File: src/serial_channel_pkg.sv
/*
  constants of the serial channel: register map, control and status
  fields, frame modes and sampling points.
  assumes a 32-bit apb master and a 50 MHz pclk.
*/
package serial_channel_pkg;
  localparam logic [7:0] ADDR_CTRL = 8'h00;
  localparam logic [7:0] ADDR_STAT = 8'h04;
  localparam logic [7:0] ADDR_BAUD = 8'h08;
  localparam logic [7:0] ADDR_TXB = 8'h0C;
  localparam logic [7:0] ADDR_RXB = 8'h10;
  localparam logic [7:0] ADDR_PMW = 8'h14;
  // control register fields
  localparam int C_STP = 3;
  localparam int C_PEN = 4;
  localparam int C_OEN = 5;
  localparam int C_ODD = 6;
  localparam int C_LB = 7;
  localparam int C_RUN = 8;
  localparam int C_REN = 9;
  localparam int C_RXI = 10;
  localparam int C_PRE = 11;
  // status register fields
  localparam int S_PE = 0;
  localparam int S_FE = 1;
  localparam int S_OE = 2;
  localparam int IR_WIDTH_MODE_BIT = 8;
  localparam logic [11:0] CTRL_RST = 12'h000;
  localparam logic [12:0] BAUD_RST = 13'h0000;
  localparam logic [8:0] PMW_RST = 9'h000;
  // frame modes
  localparam logic [2:0] M_8D = 3'h1;
  localparam logic [2:0] M_IR = 3'h2;
  localparam logic [2:0] M_7P = 3'h3;
  localparam logic [2:0] M_9D = 3'h4;
  localparam logic [2:0] M_WU = 3'h5;
  localparam logic [2:0] M_8P = 3'h7;
  // sixteenth-of-bit positions
  localparam logic [3:0] SMP7 = 4'h6;
  localparam logic [3:0] SMP8 = 4'h7;
  localparam logic [3:0] SMP9 = 4'h8;
  localparam logic [3:0] PH_LAST = 4'hF;
  localparam logic [3:0] IR_FROM = 4'h8;
  localparam logic [3:0] IR_TO = 4'hA;
  localparam logic [4:0] IR_HOLD = 5'h10;
endpackage : serial_channel_pkg

File: src/serial_channel.sv
/*
  asynchronous serial channel with infrared framing and an apb slave.
  assumes rxd synchronous to pclk and a well-behaved apb master.
*/
`timescale 1ns/10ps
`default_nettype none
module serial_channel (
  input wire logic pclk,
  input wire logic presetn,
  input wire logic psel,
  input wire logic penable,
  input wire logic pwrite,
  input wire logic [7:0] paddr,
  input wire logic [31:0] pwdata,
  output logic [31:0] prdata,
  output logic pready,
  output logic pslverr,
  input wire logic rxd,
  output logic txd,
  output logic tx_buffer_empty_request,
  output logic tx_done_request,
  output logic rx_done_request,
  output logic error_request_line
);
  typedef enum logic {RX_IDLE, RX_BIT} rx_state_t;

  logic [11:0] ctrl_r;
  logic [12:0] baud_r;
  logic [8:0] pmw_r;
  logic [8:0] tx_holding_buffer;
  logic tbuf_full_r;
  logic [8:0] rx_holding_buffer;
  logic rx_buffer_bits_full_r;
  logic pe_r, fe_r, oe_r;
  logic [31:0] prdata_r;
  logic tbe_r, tdone_r, rdone_r, err_r, txd_r;

  // ***************************
  // register access
  // ***************************
  wire acc = psel & penable;
  wire wr = acc & pwrite;
  wire rd = acc & ~pwrite;
  wire hit_ctrl = paddr == serial_channel_pkg::ADDR_CTRL;
  wire hit_stat = paddr == serial_channel_pkg::ADDR_STAT;
  wire hit_baud = paddr == serial_channel_pkg::ADDR_BAUD;
  wire hit_txb = paddr == serial_channel_pkg::ADDR_TXB;
  wire hit_rxb = paddr == serial_channel_pkg::ADDR_RXB;
  wire hit_pmw = paddr == serial_channel_pkg::ADDR_PMW;
  wire hit = hit_ctrl | hit_stat | hit_baud | hit_txb | hit_rxb | hit_pmw;
  wire txb_wr = wr & hit_txb;
  wire rxb_rd = rd & hit_rxb;
  wire stat_wr = wr & hit_stat;
  assign pready = 1'b1;
  assign pslverr = acc & ~hit;
  assign prdata = prdata_r;

  // ***************************
  // mode decode
  // ***************************
  // one format for both directions
  wire [2:0] mode = ctrl_r[2:0];
  wire run = ctrl_r[serial_channel_pkg::C_RUN];
  wire odd = ctrl_r[serial_channel_pkg::C_ODD];
  wire irda = mode == serial_channel_pkg::M_IR;
  wire m7p = mode == serial_channel_pkg::M_7P;
  wire m8p = mode == serial_channel_pkg::M_8P;
  wire mwu = mode == serial_channel_pkg::M_WU;
  wire dl9 = mwu | m8p | (mode == serial_channel_pkg::M_9D);
  // infrared frames keep one stop bit
  wire ns2 = ctrl_r[serial_channel_pkg::C_STP] & ~irda;
  // check forced off outside parity modes
  wire par_en = (m7p | m8p) & ctrl_r[serial_channel_pkg::C_PEN];
  wire [3:0] dbits = dl9 ? 4'h9 : 4'h8;
  wire [3:0] total = dbits + (ns2 ? 4'h3 : 4'h2);
  wire [3:0] stop1 = ns2 ? 4'h3 : 4'h2;

  // ***************************
  // baud generator
  // ***************************
  logic [12:0] bcnt_r;
  logic pre_r;
  wire div_en = ~ctrl_r[serial_channel_pkg::C_PRE] | pre_r;
  // sixteen ticks per bit, none while stopped
  wire tick = run & div_en & (bcnt_r == 13'h0000);
  always_ff @(posedge pclk or negedge presetn) begin
    if (!presetn) begin
      bcnt_r <= 13'h0000;
      pre_r <= 1'b0;
    end else begin
      pre_r <= ~pre_r;
      if (!run || tick) begin
        bcnt_r <= baud_r;
      end else if (div_en) begin
        bcnt_r <= bcnt_r - 13'h0001;
      end
    end
  end

  // ***************************
  // transmitter
  // ***************************
  logic [3:0] tx_ph_r;
  logic tx_load_r, tx_send_r;
  logic [11:0] tx_sh_r;
  logic [3:0] tx_cnt_r;
  logic [7:0] ir_cnt_r;
  wire [8:0] tb = tx_holding_buffer;
  // parity is data xor, inverted for odd
  wire p7 = ^tb[6:0] ^ odd;
  wire p8 = ^tb[7:0] ^ odd;
  wire [8:0] field = m7p ? {1'b1, p7, tb[6:0]} :
                     m8p ? {p8, tb[7:0]} :
                     dl9 ? tb : {1'b1, tb[7:0]};
  // start bit, field lsb first, stop bits
  wire [11:0] frame = {2'b11, field, 1'b0};
  // divide-by-16 overflow
  wire bit_tick = tick & (tx_ph_r == serial_channel_pkg::PH_LAST);
  wire tx_last = tx_send_r & bit_tick & (tx_cnt_r == 4'h1);
  wire tx_take = tbuf_full_r & run &
                 ((~tx_load_r & ~tx_send_r) | tx_last);
  wire tx_line = tx_send_r ? tx_sh_r[0] : 1'b1;
  wire tx_done = tx_send_r & bit_tick & (tx_cnt_r == stop1);
  wire ir_start = tx_send_r & ~tx_sh_r[0] & tick &
                  (tx_ph_r == serial_channel_pkg::SMP8);
  wire ir_fix = tx_send_r & ~tx_sh_r[0] &
                (tx_ph_r >= serial_channel_pkg::IR_FROM) &
                (tx_ph_r <= serial_channel_pkg::IR_TO);
  wire irpw = pmw_r[serial_channel_pkg::IR_WIDTH_MODE_BIT];
  // 3/16 pulse or programmed width
  wire ir_pulse = irpw ? (ir_cnt_r != 8'h00) : ir_fix;

  always_ff @(posedge pclk or negedge presetn) begin
    if (!presetn) begin
      tx_ph_r <= 4'h0;
      tx_load_r <= 1'b0;
      tx_send_r <= 1'b0;
      tx_sh_r <= 12'hFFF;
      tx_cnt_r <= 4'h0;
      ir_cnt_r <= 8'h00;
    end else begin
      if (tick) begin
        tx_ph_r <= tx_ph_r + 4'h1;
      end
      if (tx_take) begin
        tx_sh_r <= frame;
        tx_cnt_r <= total;
        tx_load_r <= ~tx_send_r;
      end else if (tx_load_r && bit_tick) begin
        tx_load_r <= 1'b0;
        tx_send_r <= 1'b1;
      end else if (tx_last) begin
        tx_send_r <= 1'b0;
      end else if (tx_send_r && bit_tick) begin
        tx_sh_r <= {1'b1, tx_sh_r[11:1]};
        tx_cnt_r <= tx_cnt_r - 4'h1;
      end
      if (ir_start) begin
        ir_cnt_r <= pmw_r[7:0];
      end else if (ir_cnt_r != 8'h00) begin
        ir_cnt_r <= ir_cnt_r - 8'h01;
      end
    end
  end

  // ***************************
  // receiver
  // ***************************
  rx_state_t rx_st_r;
  logic rx_prev_r, ir_prev_r, s7_r, s8_r, rx_fe_r;
  logic [4:0] ir_hold_r;
  logic [3:0] rx_sc_r, rx_idx_r;
  logic [8:0] rx_sh_r;
  wire ir_in = rxd ^ ctrl_r[serial_channel_pkg::C_RXI];
  wire ir_line = ir_hold_r == 5'h00;
  wire rx_src = ctrl_r[serial_channel_pkg::C_LB] ? tx_line :
                irda ? ir_line : rxd;
  wire rx_go = (rx_st_r == RX_IDLE) & rx_prev_r & ~rx_src & run &
               ctrl_r[serial_channel_pkg::C_REN];
  wire vote_now = (rx_st_r == RX_BIT) & tick &
                  (rx_sc_r == serial_channel_pkg::SMP9);
  wire vote = (s7_r & s8_r) | (s7_r & rx_src) | (s8_r & rx_src);
  wire rx_fin = vote_now & (rx_idx_r == total - 4'h1);
  wire [8:0] rx_dat = dl9 ? rx_sh_r : {1'b0, rx_sh_r[8:1]};
  wire bad_par = (dl9 ? ^rx_dat : ^rx_dat[7:0]) ^ odd;
  wire accept = rx_fin & ~(mwu & ~rx_dat[8]);
  wire set_pe = accept & par_en & bad_par;
  wire set_fe = accept & (rx_fe_r | ~vote);
  wire set_oe = accept & rx_buffer_bits_full_r & ~rxb_rd &
                ctrl_r[serial_channel_pkg::C_OEN];

  always_ff @(posedge pclk or negedge presetn) begin
    if (!presetn) begin
      rx_st_r <= RX_IDLE;
      rx_prev_r <= 1'b1;
      ir_prev_r <= 1'b1; // idle level, no false pulse after reset
      ir_hold_r <= 5'h00;
      s7_r <= 1'b1;
      s8_r <= 1'b1;
      rx_fe_r <= 1'b0;
      rx_sc_r <= 4'h0;
      rx_idx_r <= 4'h0;
      rx_sh_r <= 9'h000;
    end else begin
      rx_prev_r <= rx_src;
      ir_prev_r <= ir_in;
      // stretch a pulse into one low bit cell
      if (ir_in && !ir_prev_r) begin
        ir_hold_r <= serial_channel_pkg::IR_HOLD;
      end else if (tick && ir_hold_r != 5'h00) begin
        ir_hold_r <= ir_hold_r - 5'h01;
      end
      case (rx_st_r)
        RX_IDLE: begin
          if (rx_go) begin
            rx_st_r <= RX_BIT;
            rx_sc_r <= 4'h0;
            rx_idx_r <= 4'h0;
            rx_fe_r <= 1'b0;
          end
        end
        RX_BIT: begin
          if (tick) begin
            rx_sc_r <= rx_sc_r + 4'h1;
            if (rx_sc_r == serial_channel_pkg::PH_LAST) begin
              rx_idx_r <= rx_idx_r + 4'h1;
            end
            if (rx_sc_r == serial_channel_pkg::SMP7) begin
              s7_r <= rx_src;
            end
            if (rx_sc_r == serial_channel_pkg::SMP8) begin
              s8_r <= rx_src;
            end
          end
          if (vote_now) begin
            if (rx_idx_r == 4'h0) begin
              if (vote) begin
                rx_st_r <= RX_IDLE;
              end
            end else if (rx_idx_r <= dbits) begin
              rx_sh_r <= {vote, rx_sh_r[8:1]};
            end else begin
              rx_fe_r <= rx_fe_r | ~vote;
              if (rx_fin) begin
                rx_st_r <= RX_IDLE;
              end
            end
          end
        end
        default: rx_st_r <= RX_IDLE;
      endcase
    end
  end

  // ***************************
  // registers and requests
  // ***************************
  wire [31:0] stat_v = {25'h0, rx_buffer_bits_full_r, rx_st_r == RX_BIT,
                        tx_send_r | tx_load_r, tbuf_full_r,
                        oe_r, fe_r, pe_r};
  wire [31:0] rd_mux =
    hit_ctrl ? {20'h0, ctrl_r} :
    hit_stat ? stat_v :
    hit_baud ? {19'h0, baud_r} :
    hit_rxb ? {23'h0, rx_holding_buffer} :
    hit_pmw ? {23'h0, pmw_r} : 32'h0;
  wire w1c_pe = stat_wr & pwdata[serial_channel_pkg::S_PE];
  wire w1c_fe = stat_wr & pwdata[serial_channel_pkg::S_FE];
  wire w1c_oe = stat_wr & pwdata[serial_channel_pkg::S_OE];

  always_ff @(posedge pclk or negedge presetn) begin
    if (!presetn) begin
      ctrl_r <= serial_channel_pkg::CTRL_RST;
      baud_r <= serial_channel_pkg::BAUD_RST;
      pmw_r <= serial_channel_pkg::PMW_RST;
      tx_holding_buffer <= 9'h000;
      tbuf_full_r <= 1'b0;
      rx_holding_buffer <= 9'h000;
      rx_buffer_bits_full_r <= 1'b0;
      pe_r <= 1'b0;
      fe_r <= 1'b0;
      oe_r <= 1'b0;
      prdata_r <= 32'h0;
      tbe_r <= 1'b0;
      tdone_r <= 1'b0;
      rdone_r <= 1'b0;
      err_r <= 1'b0;
      txd_r <= 1'b1;
    end else begin
      if (psel && !penable) begin
        prdata_r <= rd_mux;
      end
      if (wr && hit_ctrl) begin
        ctrl_r <= pwdata[11:0];
      end
      if (wr && hit_baud) begin
        baud_r <= pwdata[12:0];
      end
      if (wr && hit_pmw) begin
        pmw_r <= pwdata[8:0];
      end
      if (txb_wr) begin
        tx_holding_buffer <= pwdata[8:0];
      end
      tbuf_full_r <= txb_wr | (tbuf_full_r & ~tx_take);
      // only the receiver loads the buffer
      if (accept) begin
        rx_holding_buffer <= rx_dat;
      end
      rx_buffer_bits_full_r <= accept | (rx_buffer_bits_full_r & ~rxb_rd);
      pe_r <= set_pe | (pe_r & ~w1c_pe);
      fe_r <= set_fe | (fe_r & ~w1c_fe);
      oe_r <= set_oe | (oe_r & ~w1c_oe);
      tbe_r <= tx_take;
      tdone_r <= tx_done;
      rdone_r <= accept;
      err_r <= set_pe | set_fe | set_oe;
      txd_r <= irda ? ir_pulse : tx_line;
    end
  end

  assign txd = txd_r;
  assign tx_buffer_empty_request = tbe_r;
  assign tx_done_request = tdone_r;
  assign rx_done_request = rdone_r;
  assign error_request_line = err_r;
endmodule : serial_channel
`default_nettype wire

File: config.mk
export PLATFORM = sky130hd
export DESIGN_NAME = serial_channel
export DESIGN_NICKNAME = d
export VERILOG_FILES = /design/src/serial_channel_pkg.sv /design/src/serial_channel.sv
export SDC_FILE = /design/constraint.sdc
export NUM_CORES = 1
export LEC_CHECK = 0
export BUFFER_PORTS_ARGS = -buffer_cell sky130_fd_sc_hd__buf_2
export CORE_MARGIN = 4
export CORE_UTILIZATION = 40
export DETAILED_ROUTE_END_ITERATION = 7
export GPL_TIMING_DRIVEN = 0
export HOLD_SLACK_MARGIN = 0.05
export PLACE_DENSITY = 0.66
export RECOVER_POWER = 50
export SETUP_SLACK_MARGIN = 0.4
export SKIP_CTS_REPAIR_TIMING = 1
export SYNTH_ARGS = -nofsm -noshare
export SYNTH_HDL_FRONTEND = slang
export SYNTH_SLANG_ARGS = --single-unit
File: constraint.sdc
create_clock -name pclk -period 4.2 [get_ports pclk]
set_input_delay 0.42 -clock pclk [delete_from_list [all_inputs] [get_ports pclk]]
set_output_delay 0.42 -clock pclk [all_outputs]
set_load 0.02 [all_outputs]
---- Yosys cells after proc, flatten, opt, wreduce, memory -nomap -nowiden ----
Cells that the tools add are included.
word-level totals
  register bits ........................... 166
  logic and storage cells ................. 255
operators by class
  add/sub/neg operators ................... 9
  $lt $le $gt $ge ......................... 3
  equal/unequal tests ..................... 27
  muxes and demuxes ....................... 53
  bitwise logic cells ..................... 93
  reduce and logical (&&, ||, !) cells .... 36
operators with widths
  cell                     count
  $mux W13                 5
  $mux W9                  6
  $and A1 B1 Y1            49
  $mux W12                 4
  $mux W4                  8
  $mux W1                  22
  $or A1 B1 Y1             21
  $not A1 Y1               19
  $eq A8 B4 Y1 const B     2
  $eq A8 B5 Y1 const B     2
  $mux W8                  2
  $pmux W4 S2              2
  $reduce_xor A8 Y1        2
  $logic_not A13 Y1        1
  $sub A13 B1 Y13 const B  1
  $add A4 B1 Y4 const B    3
  $eq A4 B3 Y1 const B     3
  $eq A4 B4 Y1 const B     3
  $reduce_and A3 Y1        4
  $reduce_bool A2 Y1       6
  $mux W5                  2
  $ne A2 B2 Y1 const B     5
  $eq A3 B3 Y1 const B     3
  $reduce_xor A9 Y1        1
  other kinds (26)         45

---- Longest topological paths before layout ----
Gate-level depths: netlist of the first run.
  word-level depth ........................ 13
  mapped depth ............................ 10
  gate-level depth less buffers ........... 9

---- Worst setup path before layout of the first run ----
OpenSTA, ideal clock, no wires.
  path type ............................... register to register
  from .................................... register ctrl_r[0]
  to ...................................... register rx_holding_buffer[2]
  library setup time ...................... 0.134 ns
  arrival ................................. 2.375 ns
  required time ........................... 4.066 ns
  slack ................................... 1.691 ns
  stages on the path, launching flop included .. 11
  buffers on the path ..................... 1
  cells stage by stage .................... dfrtp_1 > nand2b_1 > and2_1 > clkbuf_1 > clkinv_1 > ha_1 > xnor2_1 > nor4_1 > nand4_1 > nand2_1 > o21ai_0
on the way
  cells in the longest elaborated chain, start to end .. 9
ends and longest elaborated chain
  what                                                  line                                        RTL
  from (decl)                                           serial_channel.sv:27                        logic [11:0] ctrl_r;
  from (signal assigned)                                serial_channel.sv:273                       ctrl_r <= serial_channel_pkg::CTRL_RST;
  from (signal assigned)                                serial_channel.sv:294                       ctrl_r <= pwdata[11:0];
  $eq A3 B3 Y1, or another cell as far along            serial_channel.sv:68                        wire mwu = mode == serial_channel_pkg::M_WU;
  $or A1 B1 Y1 / $not A1 Y1 (equally long branches)     serial_channel.sv:69, serial_channel.sv:71
  $or A1 B1 Y1 / $and A1 B1 Y1 (equally long branches)  serial_channel.sv:69, serial_channel.sv:71
  $mux W1, on equally long branches                     serial_channel.sv:74, serial_channel.sv:75
  $add A4 B4 Y4                                         serial_channel.sv:75                        wire [3:0] total = dbits + (ns2 ? 4'h3 : 4'h2);
  $sub A4 B1 Y4                                         serial_channel.sv:183                       wire rx_fin = vote_now & (rx_idx_r == total - 4'h1);
  $eq A4 B4 Y1                                          serial_channel.sv:183
  $and A1 B1 Y1                                         serial_channel.sv:183
  $and A1 B1 Y1                                         serial_channel.sv:186                       wire accept = rx_fin & ~(mwu & ~rx_dat[8]);
  to (signal assigned)                                  serial_channel.sv:308                       rx_holding_buffer <= rx_dat;
  to (decl)                                             serial_channel.sv:32                        logic [8:0] rx_holding_buffer;
Several ways; a longest one is shown, not always the timed one.
A chain may end at the register's enable or synchronous reset.

---- Final worst setup path of the first run ----
  from .................................... register ctrl_r[0]
  to ...................................... register rx_holding_buffer[7]
Same word-level chain as after synthesis.

==> results.txt, run 1 <==
The routed wire length per instance is 17.2 um. The end of the worst register-to-register path is rx_holding_buffer[7]. met2 is the most crowded layer.

The flop and latch count out of synthesis is 145. Clock tree synthesis selected as its root buffer the cell clkbuf_16. The most common cell in the synthesized netlist is dfrtp_1.

In this run the count of I/O pins placed on the die edge is 85. The count of max-cap constraint violations is 1. The synthesized cell area is 7710 um^2. The share of synthesized registers carrying an async set or reset is 100%.

Setup repair after global routing left no endpoint under its margin. The cell depth of the worst flop-to-flop path is 10. The leakage component of the power came out at 4.20 nW. For this design the total switching power over the nets is 0.838 mW.

The min-delay analysis places its worst path in the category in -> async. The post-synthesis share of cell area spent on and, or, nand and nor gates came out at 16.2%. The worst hold-check slack is -0.00314 ns. The net count of the finished layout is 870.

The total iterations of the first detailed-routing run came out at 4. The critical path ends at rx_holding_buffer[7]. The worst register-to-register path begins at ctrl_r[0]. The post-synthesis instance total came out at a little over 700.

The final worst setup slack is 0.979 ns. Once placement finished, the instance area stood at 8350 um^2. After synthesis, the cell types taking the most area are dfrtp_1 42%, mux2_2 6.6%, dfstp_2 5.1%. By area, the combinational part of the netlist is dominated by simple AND/OR/NAND/NOR gates.

The number of filler cells placed in the layout is about 1800. The initial standard-cell utilization of the core came out at 40.9%. The biggest fanout along the worst timing path came out at 10. The wire length of the first global-routing pass is 29900 um. The first-iteration detailed-routing DRC count came out at roughly 340.

The internal power summed over all cells came out at 2.47 mW. The fraction of the cycle the final worst path needs came out at 76.7%. The post-synthesis share of cell area spent on full adders, half adders and majority gates came out at under 10%.

The proportion of power drawn by flip-flops and latches is 45.8%. For this run, the slowest stage of the critical path takes 0.50 ns. The overall global routing resource usage came out at 17.6%. The clock insertion delay at the later pin of the skew report came out at 0.42 ns. For this design the ratio of total power to cell area is approximately 370 nW/um^2.

The post-route antenna net violation count came out at 0. The critical path data required time came out at 4.49 ns. The flow ran to the end, but the final reports show violations. The met2 routing resource usage after global routing is 27.5%.

In this design, the largest share of critical-path delay is due to simple AND/OR/NAND/NOR gates. The worst setup path is of the reg -> reg kind. Traced cell by cell, the critical path runs through nand2b_1, and2_1, clkbuf_1, clkinv_1, ha_1, xnor2_1, nor4_1, nand4_1, nand2_1, o21ai_0. For the final routed database, the setup TNS stands at 0 ns. The met1 track utilization from global routing came out at 24.0%. The clock network is responsible for 44.0% of the overall power.

The share of the synthesized area in compound gates (AO/OA/AOI/OAI) came out at 10.0%. The number of vias per cell after detailed routing came out at ~5.2. Derived from the worst setup path, the maximum achievable clock frequency is 0.310 GHz. The maximum ir drop on the vdd rail came out at 0.235 mV. The synthesized design devotes to its leading area cell type 42.2% of total area. Setup violations remaining at the end of the flow were counted as 0. The total count of max-transition violations in the final report is 73. In the synthesized netlist, mux cells make up between 10% and 20% of the area.

The leading register cell type out of synthesis is dfrtp_1. The synthesized design spends more area on one cell type than any other, namely dfrtp_1. The largest net degree at the start of global routing is 75.

The area growth from synthesis to layout came out at 15.3%. The die is 147 um wide. CTS saw approximately 150 sinks.

The total CTS buffers came out at 17. The weighted congestion reported at the end of routability-driven placement is between 0.8 and 0.9. The register-to-register path setup slack is roughly 1 ns.

The total grt overflow came out at 0. The wire-length estimate of the detail-placed layout is 13600 um. The number of H-tree branching levels is 4.

Counting flops with a built-in enable in the synthesized netlist gives 0. The routed design has 18500 um of wire. The area of the core region came out at ~19000 um^2. The met3 demand-to-capacity share in global routing is under 10%.

STA classifies the critical path startpoint as a register. The switching part of the total came out at 25.3%. The average footprint of a synthesized cell came out at 10.6 um^2. The worst path in the final design needs a cycle of approximately 3.2 ns, including I/O delays and setup. By count the netlist is led by 130 x dfrtp_1, 82 x nand2_1, 55 x o21ai_0, 45 x mux2_2, 33 x mux2i_1.

The number of antenna violations at the first check in global routing is 0. Counting buffers and inverters, the worst setup path is 10 cells deep. The die area is 21600 um^2. The parity-gate share of the synthesized area counting xor and xnor cells came out at under 10%.

The vertical extent of the die is 147 um. The launch point of the worst path is ctrl_r[0]. The endpoint type of the worst setup path is a register. The final number of hold-violating endpoints came out at 5. The count of inserted antenna diode cells is 0. The fraction of power consumed by combinational cells came out at between 10% and 20%. The worst pin sits at a relative slew slack of -20.6%. The number of cell rows came out at 50. The maximum buffer depth of the clock tree came out at 2.

The area of all placed cells without fillers is 8880 um^2. In this run the tool buffered the top-level ports with 44 buffer cells. The final reports fail on negative hold slack, max-capacitance violations, max-slew violations. The number of global-route vias before repair is 5674. The data arrival time of the critical path is 3.51 ns.

The number of buffer and inverter instances along the worst setup path came out at 2. The total number of yosys warnings is 0. In the routed design, unresolved DRC markers number 0. The transition at the pin with the smallest max-transition slack is ~1.8 ns. Sequential cells were found to cover 47.3% of the synthesized design area. The distinct cell type count of the synthesized netlist came out at 79. The final worst clock skew came out at 0.00803 ns. TritonCTS built the clock tree. On the critical path, the stage with the largest delay is an instance of dfrtp_1. The worst slack at placement is 0.956 ns.

The clock-pin slew on the worst setup and hold paths is ~0.060 ns. The fraction of layout cells with a size suffix above 1 is 23.4%. Across all layers, the routed design uses between 5000 and 6000 vias.
area by class of cell:
class / count / area [um^2] / area share (%)
well taps: 260 / 325 / 3.66
flip-flops and latches: 145 / 3650 / 41.1
multi-input cells: 521 / 3730 / 42.0
clock inverters: 11 / 115 / 1.30
clock buffers: 20 / 447 / 5.03
plain buffers: 48 / 290 / 3.27
inverters: 29 / 109 / 1.23
repair buffers: 45 / 223 / 2.51
cells by family (layout without fill, tap and decap cells):
| group | Yosys count | after routing |
|---|---|---|
| simple gates | 225 | 225 |
| flops | 145 | 145 |
| compound gates | 128 | 128 |
| mux | 88 | 88 |
| buf+inv | 77 | 153 |
| xor+xnor | 43 | 43 |
| fa+ha+maj | 17 | 17 |
| other cells | 2 | 20 |
stage by stage:
step,hold slack [ns],instances,power [mW],utilization [%]
after detailed placement,0.426,1048,1.88,44.4
after floorplan,0.124,743,1.76,-
after global placement,0.425,1047,1.87,44.2
final,-0.00314,1079,3.31,47.2
after global routing,0.0488,1079,3.45,47.2
after CTS,0.0334,1079,3.34,47.3
cell usage in the layout, fill, tap and decap left out, types with 14 or more instances in the layout:
cell type  count
dfstp_2       15
inv_1         26
dfrtp_1      130
clkbuf_16     17
o31ai_1       14
mux2i_1       33
o21ai_0       55
nor2_1        30
xnor2_1       28
nand3_1       14
buf_2         43
mux2_2        45
nand2_1       82
conb_1        20
buf_4         21
ha_1          17
clkbuf_1      24
a21oi_1       14
metal layers:
metal  wire [um]  vias up  part of all wire [%]
met5           0        -                     0
met4         443        0                   2.4
met3         889       37                   4.8
met2        8590      133                    46
met1        8600     2762                    46
li1            -     2691                     -
power groups by stage:
| stage | registers [mW] | clock network (mW) | logic [mW] |
|---|---|---|---|
| final | 1.52 | 1.46 | 0.337 |
| after global routing | 1.52 | 1.54 | 0.382 |
| after CTS | 1.51 | 1.48 | 0.343 |
| after detailed placement | 1.54 | 0 | 0.342 |
| after global placement | 1.54 | 0 | 0.334 |
| after floorplan | 1.52 | 0 | 0.237 |
registers in the layout (all words and copies together), names as in the netlist, 4 cells and up:
register / flops
baud_r: 13
bcnt_r: 13
prdata: 13
ctrl_r: 12
tx_sh_r: 10
pmw_r: 9
rx_holding_buffer: 9
rx_sh_r: 9
tb: 9
ir_cnt_r: 8
ir_hold_r: 5
rx_idx_r: 4
rx_sc_r: 4
tx_cnt_r: 4
tx_ph_r: 4
how the worst min path moves through the flow:
| stage | slack, ns | endpoint | from | depth (start not counted) |
|---|---|---|---|---|
| after global routing | 0.05 | rx_sh_r[3] | presetn | 1 |
| after global placement | 0.42 | pre_r | pre_r | 1 |
| final | -0.003 | rx_sh_r[4] | presetn | 1 |
| after CTS | 0.03 | error_request_line | presetn | 1 |
| after detailed placement | 0.43 | pre_r | pre_r | 1 |
| after floorplan | 0.12 | baud_r[0] | presetn | 0 |
Note: power is estimated with default switching activity, not from simulation.
==> inputs of run 2 (changes only) <==
--- a/config.mk
+++ b/config.mk
@@ -11,7 +11,7 @@
 export DETAILED_ROUTE_END_ITERATION = 7
 export GPL_TIMING_DRIVEN = 0
 export HOLD_SLACK_MARGIN = 0.05
-export PLACE_DENSITY = 0.66
+export PLACE_DENSITY = 0.68
 export RECOVER_POWER = 50
 export SETUP_SLACK_MARGIN = 0.4
 export SKIP_CTS_REPAIR_TIMING = 1
==> constraint.sdc (replaced) <==
create_clock -name pclk -period 2.8 [get_ports pclk]
set_input_delay 0.28 -clock pclk [delete_from_list [all_inputs] [get_ports pclk]]
set_output_delay 0.28 -clock pclk [all_outputs]
set_load 0.02 [all_outputs]
==> results.txt, run 2 (synthesized netlist as in run 1, its figures left out) <==
The number of cells in the design after placement is 1048. The area growth from synthesis to layout came out at 21.0%. The clock-pin slew on the worst setup and hold paths is about 0.060 ns.

The worst setup path is captured at a register. The total grt overflow came out at 0. In the layout the commonest cells are 126 x dfrtp_1, 81 x nand2_1, 47 x o21ai_0, 45 x mux2_2, 39 x buf_4. The clock insertion delay at the later pin of the skew report came out at 0.42 ns. The DRC violations left is 0. Of the cells placed in the final design, the portion with a size suffix greater than 1 is between 20% and 30%. The number of global-route vias before repair is 5464. Entering global routing, the biggest net connects 99 pins. The number of clock buffers added by TritonCTS is 17. The worst setup path is of the reg -> reg kind. Across all hold checks on the routed design, the worst slack comes to approximately 0.05 ns. The detailed router finished its first iteration with approximately 350 violations. The total iterations of the first detailed-routing run is 4. The placed standard-cell area is 8360 um^2.

The vertical extent of the die is 147 um. Max-cap violations in this run came to 0. Of the available clock period, the critical path in the final layout requires between 80% and 90%. The worst slack at placement came out at -0.282 ns. Detailed routing inserted a total of about 5800 vias. The run finished with clean final reports. Leaving out fill and tap cells, the most frequent cell in the layout is dfrtp_1. The maximum ir drop on the vdd rail is 0.375 mV. The final HPWL from detailed placement came out at 13500 um. The combined flip-flop and latch cell area is 3650 um^2. The kind of start point of the critical path is a register.

The min-delay analysis places its worst path in the category in -> reg. The transition at the pin with the smallest max-transition slack came out at approximately 1.2 ns. The fraction of the core area covered by cells at the end of the flow is 49.5%.

The maximum buffer depth of the clock tree came out at 2. The layout has 1690 filler cells. The data arrival time of the critical path came out at 2.74 ns.

The number of cell rows came out at 50. The clock tree synthesis step divided the H-tree into 4 levels. The biggest fanout along the worst timing path came out at 10.

The floorplan step defined a die boundary enclosing roughly 22000 um^2. The count of buffers from port buffering is 44. The final-layout setup total negative slack is 0 ns.

The number of antenna violations at the first check in global routing is 1. The count of inserted antenna diode cells is 0. The area of all placed cells without fillers is 9330 um^2. The final number of hold-violating endpoints came out at 0.

Summing all multi-input logic gate instances after layout gives 3880 um^2. The CTS tree is yes. The net count of the finished layout came out at just under 900. The first global-routing pass estimated 30200 um of wire. The overall global routing resource usage came out at about 18%. Across all setup checks in the final design, the least slack found is 0.364 ns. The post-route minimum period is 2.44 ns. Clock tree synthesis found a total of 145 sinks. The leakage component of the power is 4.34 nW. The cell area power density came out at 582 nW/um^2. Static timing analysis puts the maximum clock frequency at 0.411 GHz.

The area of the core region is 18800 um^2. Leaving out filler cells and counting taps, the final layout contains 1101. Summing internal, switching and leakage power gives 5.43 mW. The post-route antenna net violation count came out at 0.

The weighted congestion reported at the end of routability-driven placement is slightly below 0.9. The relative max-transition margin is 19.0%. The number of vias per cell after detailed routing is 5.22. The initial standard-cell utilization of the core came out at 40.9%.

The root buffer selected by CTS is clkbuf_16. Setup violations remaining at the end of the flow were counted as 0. The final worst clock skew is 0.00667 ns. The horizontal die dimension is 147 um. The routed wire length per instance came out at 17.6 um.

The final layout contains routed wiring with a total length of between 15000 and 20000 um. The total count of max-transition violations in the final report is 0. The boundary pin count came out at 85. The critical path data required time is 3.10 ns. Setup repair after global routing could not meet its margin everywhere.
## run 2: changes by cell type in the layout (fill, tap and decap cells not counted), moves of 5 or more
cell / previous run / this run
o21ai_0: 55 / 47
o21ai_1: 13 / 19
buf_2: 43 / 32
buf_4: 21 / 39
clkbuf_1: 24 / 31
clkinv_2: 5 / 0
## run 2: path summary, 6_finish.rpt
path | endpoint | slack, ns | cells after the start | from
min reg2reg | pre_r | 0.45 | 1 | pre_r
max reg2reg | rx_holding_buffer[2] | 0.36 | 10 | ctrl_r[0]
max | rx_holding_buffer[2] | 0.36 | 10 | ctrl_r[0]
min | ir_prev_r | 0.05 | 2 | rxd
max in group asynchronous | ctrl_r[0] | 0.65 | 3 | presetn
min in group asynchronous | ir_hold_r[3] | 0.64 | 2 | presetn
## run 2: layout make-up
type,count,share of cell area [%]
Multi-Input combinational cell,522,41.6
Buffer,48,3.31
Sequential cell,145,39.2
Inverter,29,1.23
Clock inverter,12,2.47
Timing Repair Buffer,65,3.97
Clock buffer,20,4.79
Tap cell,260,3.49
## run 2: report_power, final
group | leakage (nW) | internal [mW] | switching [mW]
sequential | 1.90 | 2.18 | 0.0879
combinational | 2.13 | 0.221 | 0.320
clock | 0.321 | 1.70 | 0.913
total | 4.34 | 4.11 | 1.32
## run 2: routing by layer
layer  part of all wire (%)  wire length, um  GRT usage [%]  vias to the layer above
met2                     49             9410           28.6                      139
met3                    6.1             1190           4.72                       25
met4                    1.7              327           4.75                        2
li1                       -                -              -                     2741
met1                     44             8460           24.0                     2844
met5                  0.036                7              0                        -
## run 2: worst max-delay path, stage by stage (launching register included)
cell and delay [ns]:
dfrtp_2 0.49, or3b_4 0.45, nand2_4 0.11, inv_4 0.04, ha_4 0.25, xnor2_4 0.15
nor4_4 0.35, nand4_1 0.15, buf_6 0.18, nand2_1 0.06, o21ai_0 0.07
==> inputs of run 3 (changes only) <==
--- a/config.mk
+++ b/config.mk
@@ -6,12 +6,14 @@
 export NUM_CORES = 1
 export LEC_CHECK = 0
 export BUFFER_PORTS_ARGS = -buffer_cell sky130_fd_sc_hd__buf_2
+export CELL_PAD_IN_SITES_DETAIL_PLACEMENT = 0
+export CELL_PAD_IN_SITES_GLOBAL_PLACEMENT = 1
 export CORE_MARGIN = 4
 export CORE_UTILIZATION = 40
 export DETAILED_ROUTE_END_ITERATION = 7
 export GPL_TIMING_DRIVEN = 0
 export HOLD_SLACK_MARGIN = 0.05
-export PLACE_DENSITY = 0.68
+export PLACE_DENSITY = 0.81
 export RECOVER_POWER = 50
 export SETUP_SLACK_MARGIN = 0.4
 export SKIP_CTS_REPAIR_TIMING = 1
==> results.txt, run 3 (synthesized netlist as in run 1, its figures left out) <==
The run finished with clean final reports. The vertical extent of the die is around 150 um. The final number of hold-violating endpoints came out at 0.

The worst hold path belongs to the class in -> reg. The critical path is of the reg -> reg type. The number of antenna violations at the first check in global routing came out at 0. The number of H-tree branching levels came out at 4.

The proportion of power drawn by flip-flops and latches came out at 44.8%. The worst reg2reg path startpoint is ctrl_r[0]. The post-route minimum period came out at 2.53 ns. The number of vias per cell after detailed routing is 5.14. The maximum ir drop on the vdd rail came out at 0.304 mV. The tightest hold path in the finished design has a slack of 0.0430 ns.

The initial utilization of the core area, before any placement, comes to 40.9%. At the pin with the least slew margin, the transition time is 1.47 ns. The total CTS buffers came out at 17. The number of global-route vias before repair came out at 5617. Setup repair after global routing could not meet its margin everywhere.

The net load switching power came out at about 1.3 mW. The total clock sinks came out at 145. The area of the core region came out at 18800 um^2. Global routing used 17.5% of the available tracks. The die is 147 um wide. The number of filler cells placed in the layout came out at between 1500 and 2000. Across the run, the number of max-cap violations was 0.

The weighted congestion reported at the end of routability-driven placement is 0.827. The die covers 21600 um^2. The leakage component of the power is 4.32 nW. The register-to-register path setup slack came out at between 0.2 and 0.3 ns.

Of the total power, the share spent switching nets is 25.5%. The maximum buffer depth of the clock tree came out at 2. The total iterations of the first detailed-routing run came out at 5. The internal power summed over all cells came out at between 3 and 4 mW. The total via count in the routed design is between 5000 and 6000. The final setup violation count came out at 0.

The total count of max-transition violations in the final report came out at 0. The critical path data required time is 3.11 ns. The cell depth of the worst flop-to-flop path is 11. The first-iteration detailed-routing DRC count is 357. The post-route antenna net violation count came out at 0. STA classifies the critical path startpoint as a register. The count of inserted antenna diode cells came out at 0. Data arrives at the worst endpoint at 2.84 ns. The worst setup path is captured at a register.

The clock insertion delay at the later pin of the skew report came out at 0.43 ns. The root buffer selected by CTS is clkbuf_16. The number of cell rows is 50. The largest net degree at the start of global routing is 86.

The top cell types in the final layout, fill and taps aside, are 127 x dfrtp_1, 81 x nand2_1, 52 x o21ai_0, 44 x mux2_2, 37 x buf_4. In this run the tightest slew margin relative to its limit is 1.98%. The biggest fanout along the worst timing path is 10. The count of buffers from port buffering is between 40 and 50. The fraction of power consumed by combinational cells came out at 10.5%.

In this run the worst setup path begins at ctrl_r[0]. The DRC violations left came out at 0. The capturing element of the worst setup path is rx_holding_buffer[1].

The clock-pin slew on the worst setup and hold paths is around 0.060 ns. The area growth from synthesis to layout came out at 20.0%. The CTS tree is yes. The cell area power density came out at between 500 and 600 nW/um^2. Based on the critical path, the design can be clocked at up to 0.395 GHz. The fraction of layout cells with a size suffix above 1 came out at 26.8%. The boundary pin count came out at 85. The clock group share of total power came out at 44.8%. The end of the worst register-to-register path is rx_holding_buffer[1]. The total length of routed wires came out at 18800 um. The net count of the finished layout came out at 891.

The final HPWL from detailed placement is 13600 um. The first global-routing pass estimated 30000 um of wire. The fraction of the cycle the final worst path needs came out at 90.5%. The leading cell type in the layout, fill and taps excluded is dfrtp_1. The clock arrives with 0.00845 ns of skew.

Cells fill 49.1% of the core in the end. The total grt overflow is 0. In the final routed layout, each cell accounts on average for ~17 um.
==> run 3: cell count changes in the layout (fill, tap and decap cells not counted), sizes merged <==
cell,change
clkbuf,+1
clkinv,+3
bufinv,-4
clkinvlp,+1
buf,-1
==> run 3: cell type report <==
cell class | instances | area, um^2 | share of cell area, %
repair buffers | 65 | 380 | 4.11
clock inverters | 12 | 133 | 1.43
clock buffers | 20 | 467 | 5.05
well taps | 260 | 325 | 3.52
multi-input cells | 522 | 3870 | 41.8
inverters | 29 | 113 | 1.22
plain buffers | 48 | 312 | 3.37
flip-flops and latches | 145 | 3650 | 39.5
==> run 3: stage by stage <==
stage | power (mW) | setup TNS [ns] | worst slack, ns | instance area, um^2 | instances
4_1_cts | 5.11 | -5.33 | -0.447 | 8960 | 1080
6_report | 5.08 | 0 | 0.267 | 9250 | 1101
3_5_place_dp | 2.82 | -5.03 | -0.419 | 8360 | 1048
5_1_grt | 5.30 | 0 | 0.201 | 9250 | 1101
2_1_floorplan | 2.64 | 0 | 0.435 | 7780 | 743
3_3_place_gp | 2.81 | -91.27 | -0.685 | 8320 | 1047
==> run 3: worst min-delay path by stage <==
| stage | end | cells after the start | slack, ns | from |
|---|---|---|---|---|
| 6_report | ir_prev_r | 2 | 0.04 | rxd |
| 5_1_grt | ir_prev_r | 2 | 0.06 | rxd |
| 4_1_cts | ir_hold_r[2] | 1 | -0.16 | presetn |
| 3_5_place_dp | tx_done_request | 1 | 0.29 | presetn |
| 3_3_place_gp | pre_r | 1 | 0.42 | pre_r |
| 2_1_floorplan | baud_r[0] | 0 | -0.02 | presetn |
==> run 3: worst max-delay path, cell delays in order (launching register included) <==
cell and delay, ns:
dfrtp_2 0.49, or3b_4 0.45, nand2_4 0.10, inv_2 0.05
ha_4 0.22, xnor2_2 0.15, nor4_2 0.36, buf_4 0.17
nand4_1 0.11, buf_6 0.18, nand2_1 0.06, o21ai_0 0.07
==> run 3: power groups by stage <==
stage / sequential [mW] / combinational (mW) / clock, mW
after floorplan: 2.28 / 0.356 / 0
after global placement: 2.31 / 0.507 / 0
after detailed placement: 2.31 / 0.517 / 0
after CTS: 2.27 / 0.524 / 2.32
after global routing: 2.29 / 0.597 / 2.41
final: 2.27 / 0.531 / 2.28
==> run 3: per-layer routing <==
layer	global-route usage, %	share of wire [%]	vias up
met1	22.8	45	2776
li1	-	-	2741
met5	0	0	-
met2	28.4	49	113
met4	6.40	2.4	0
met3	4.19	4.2	31
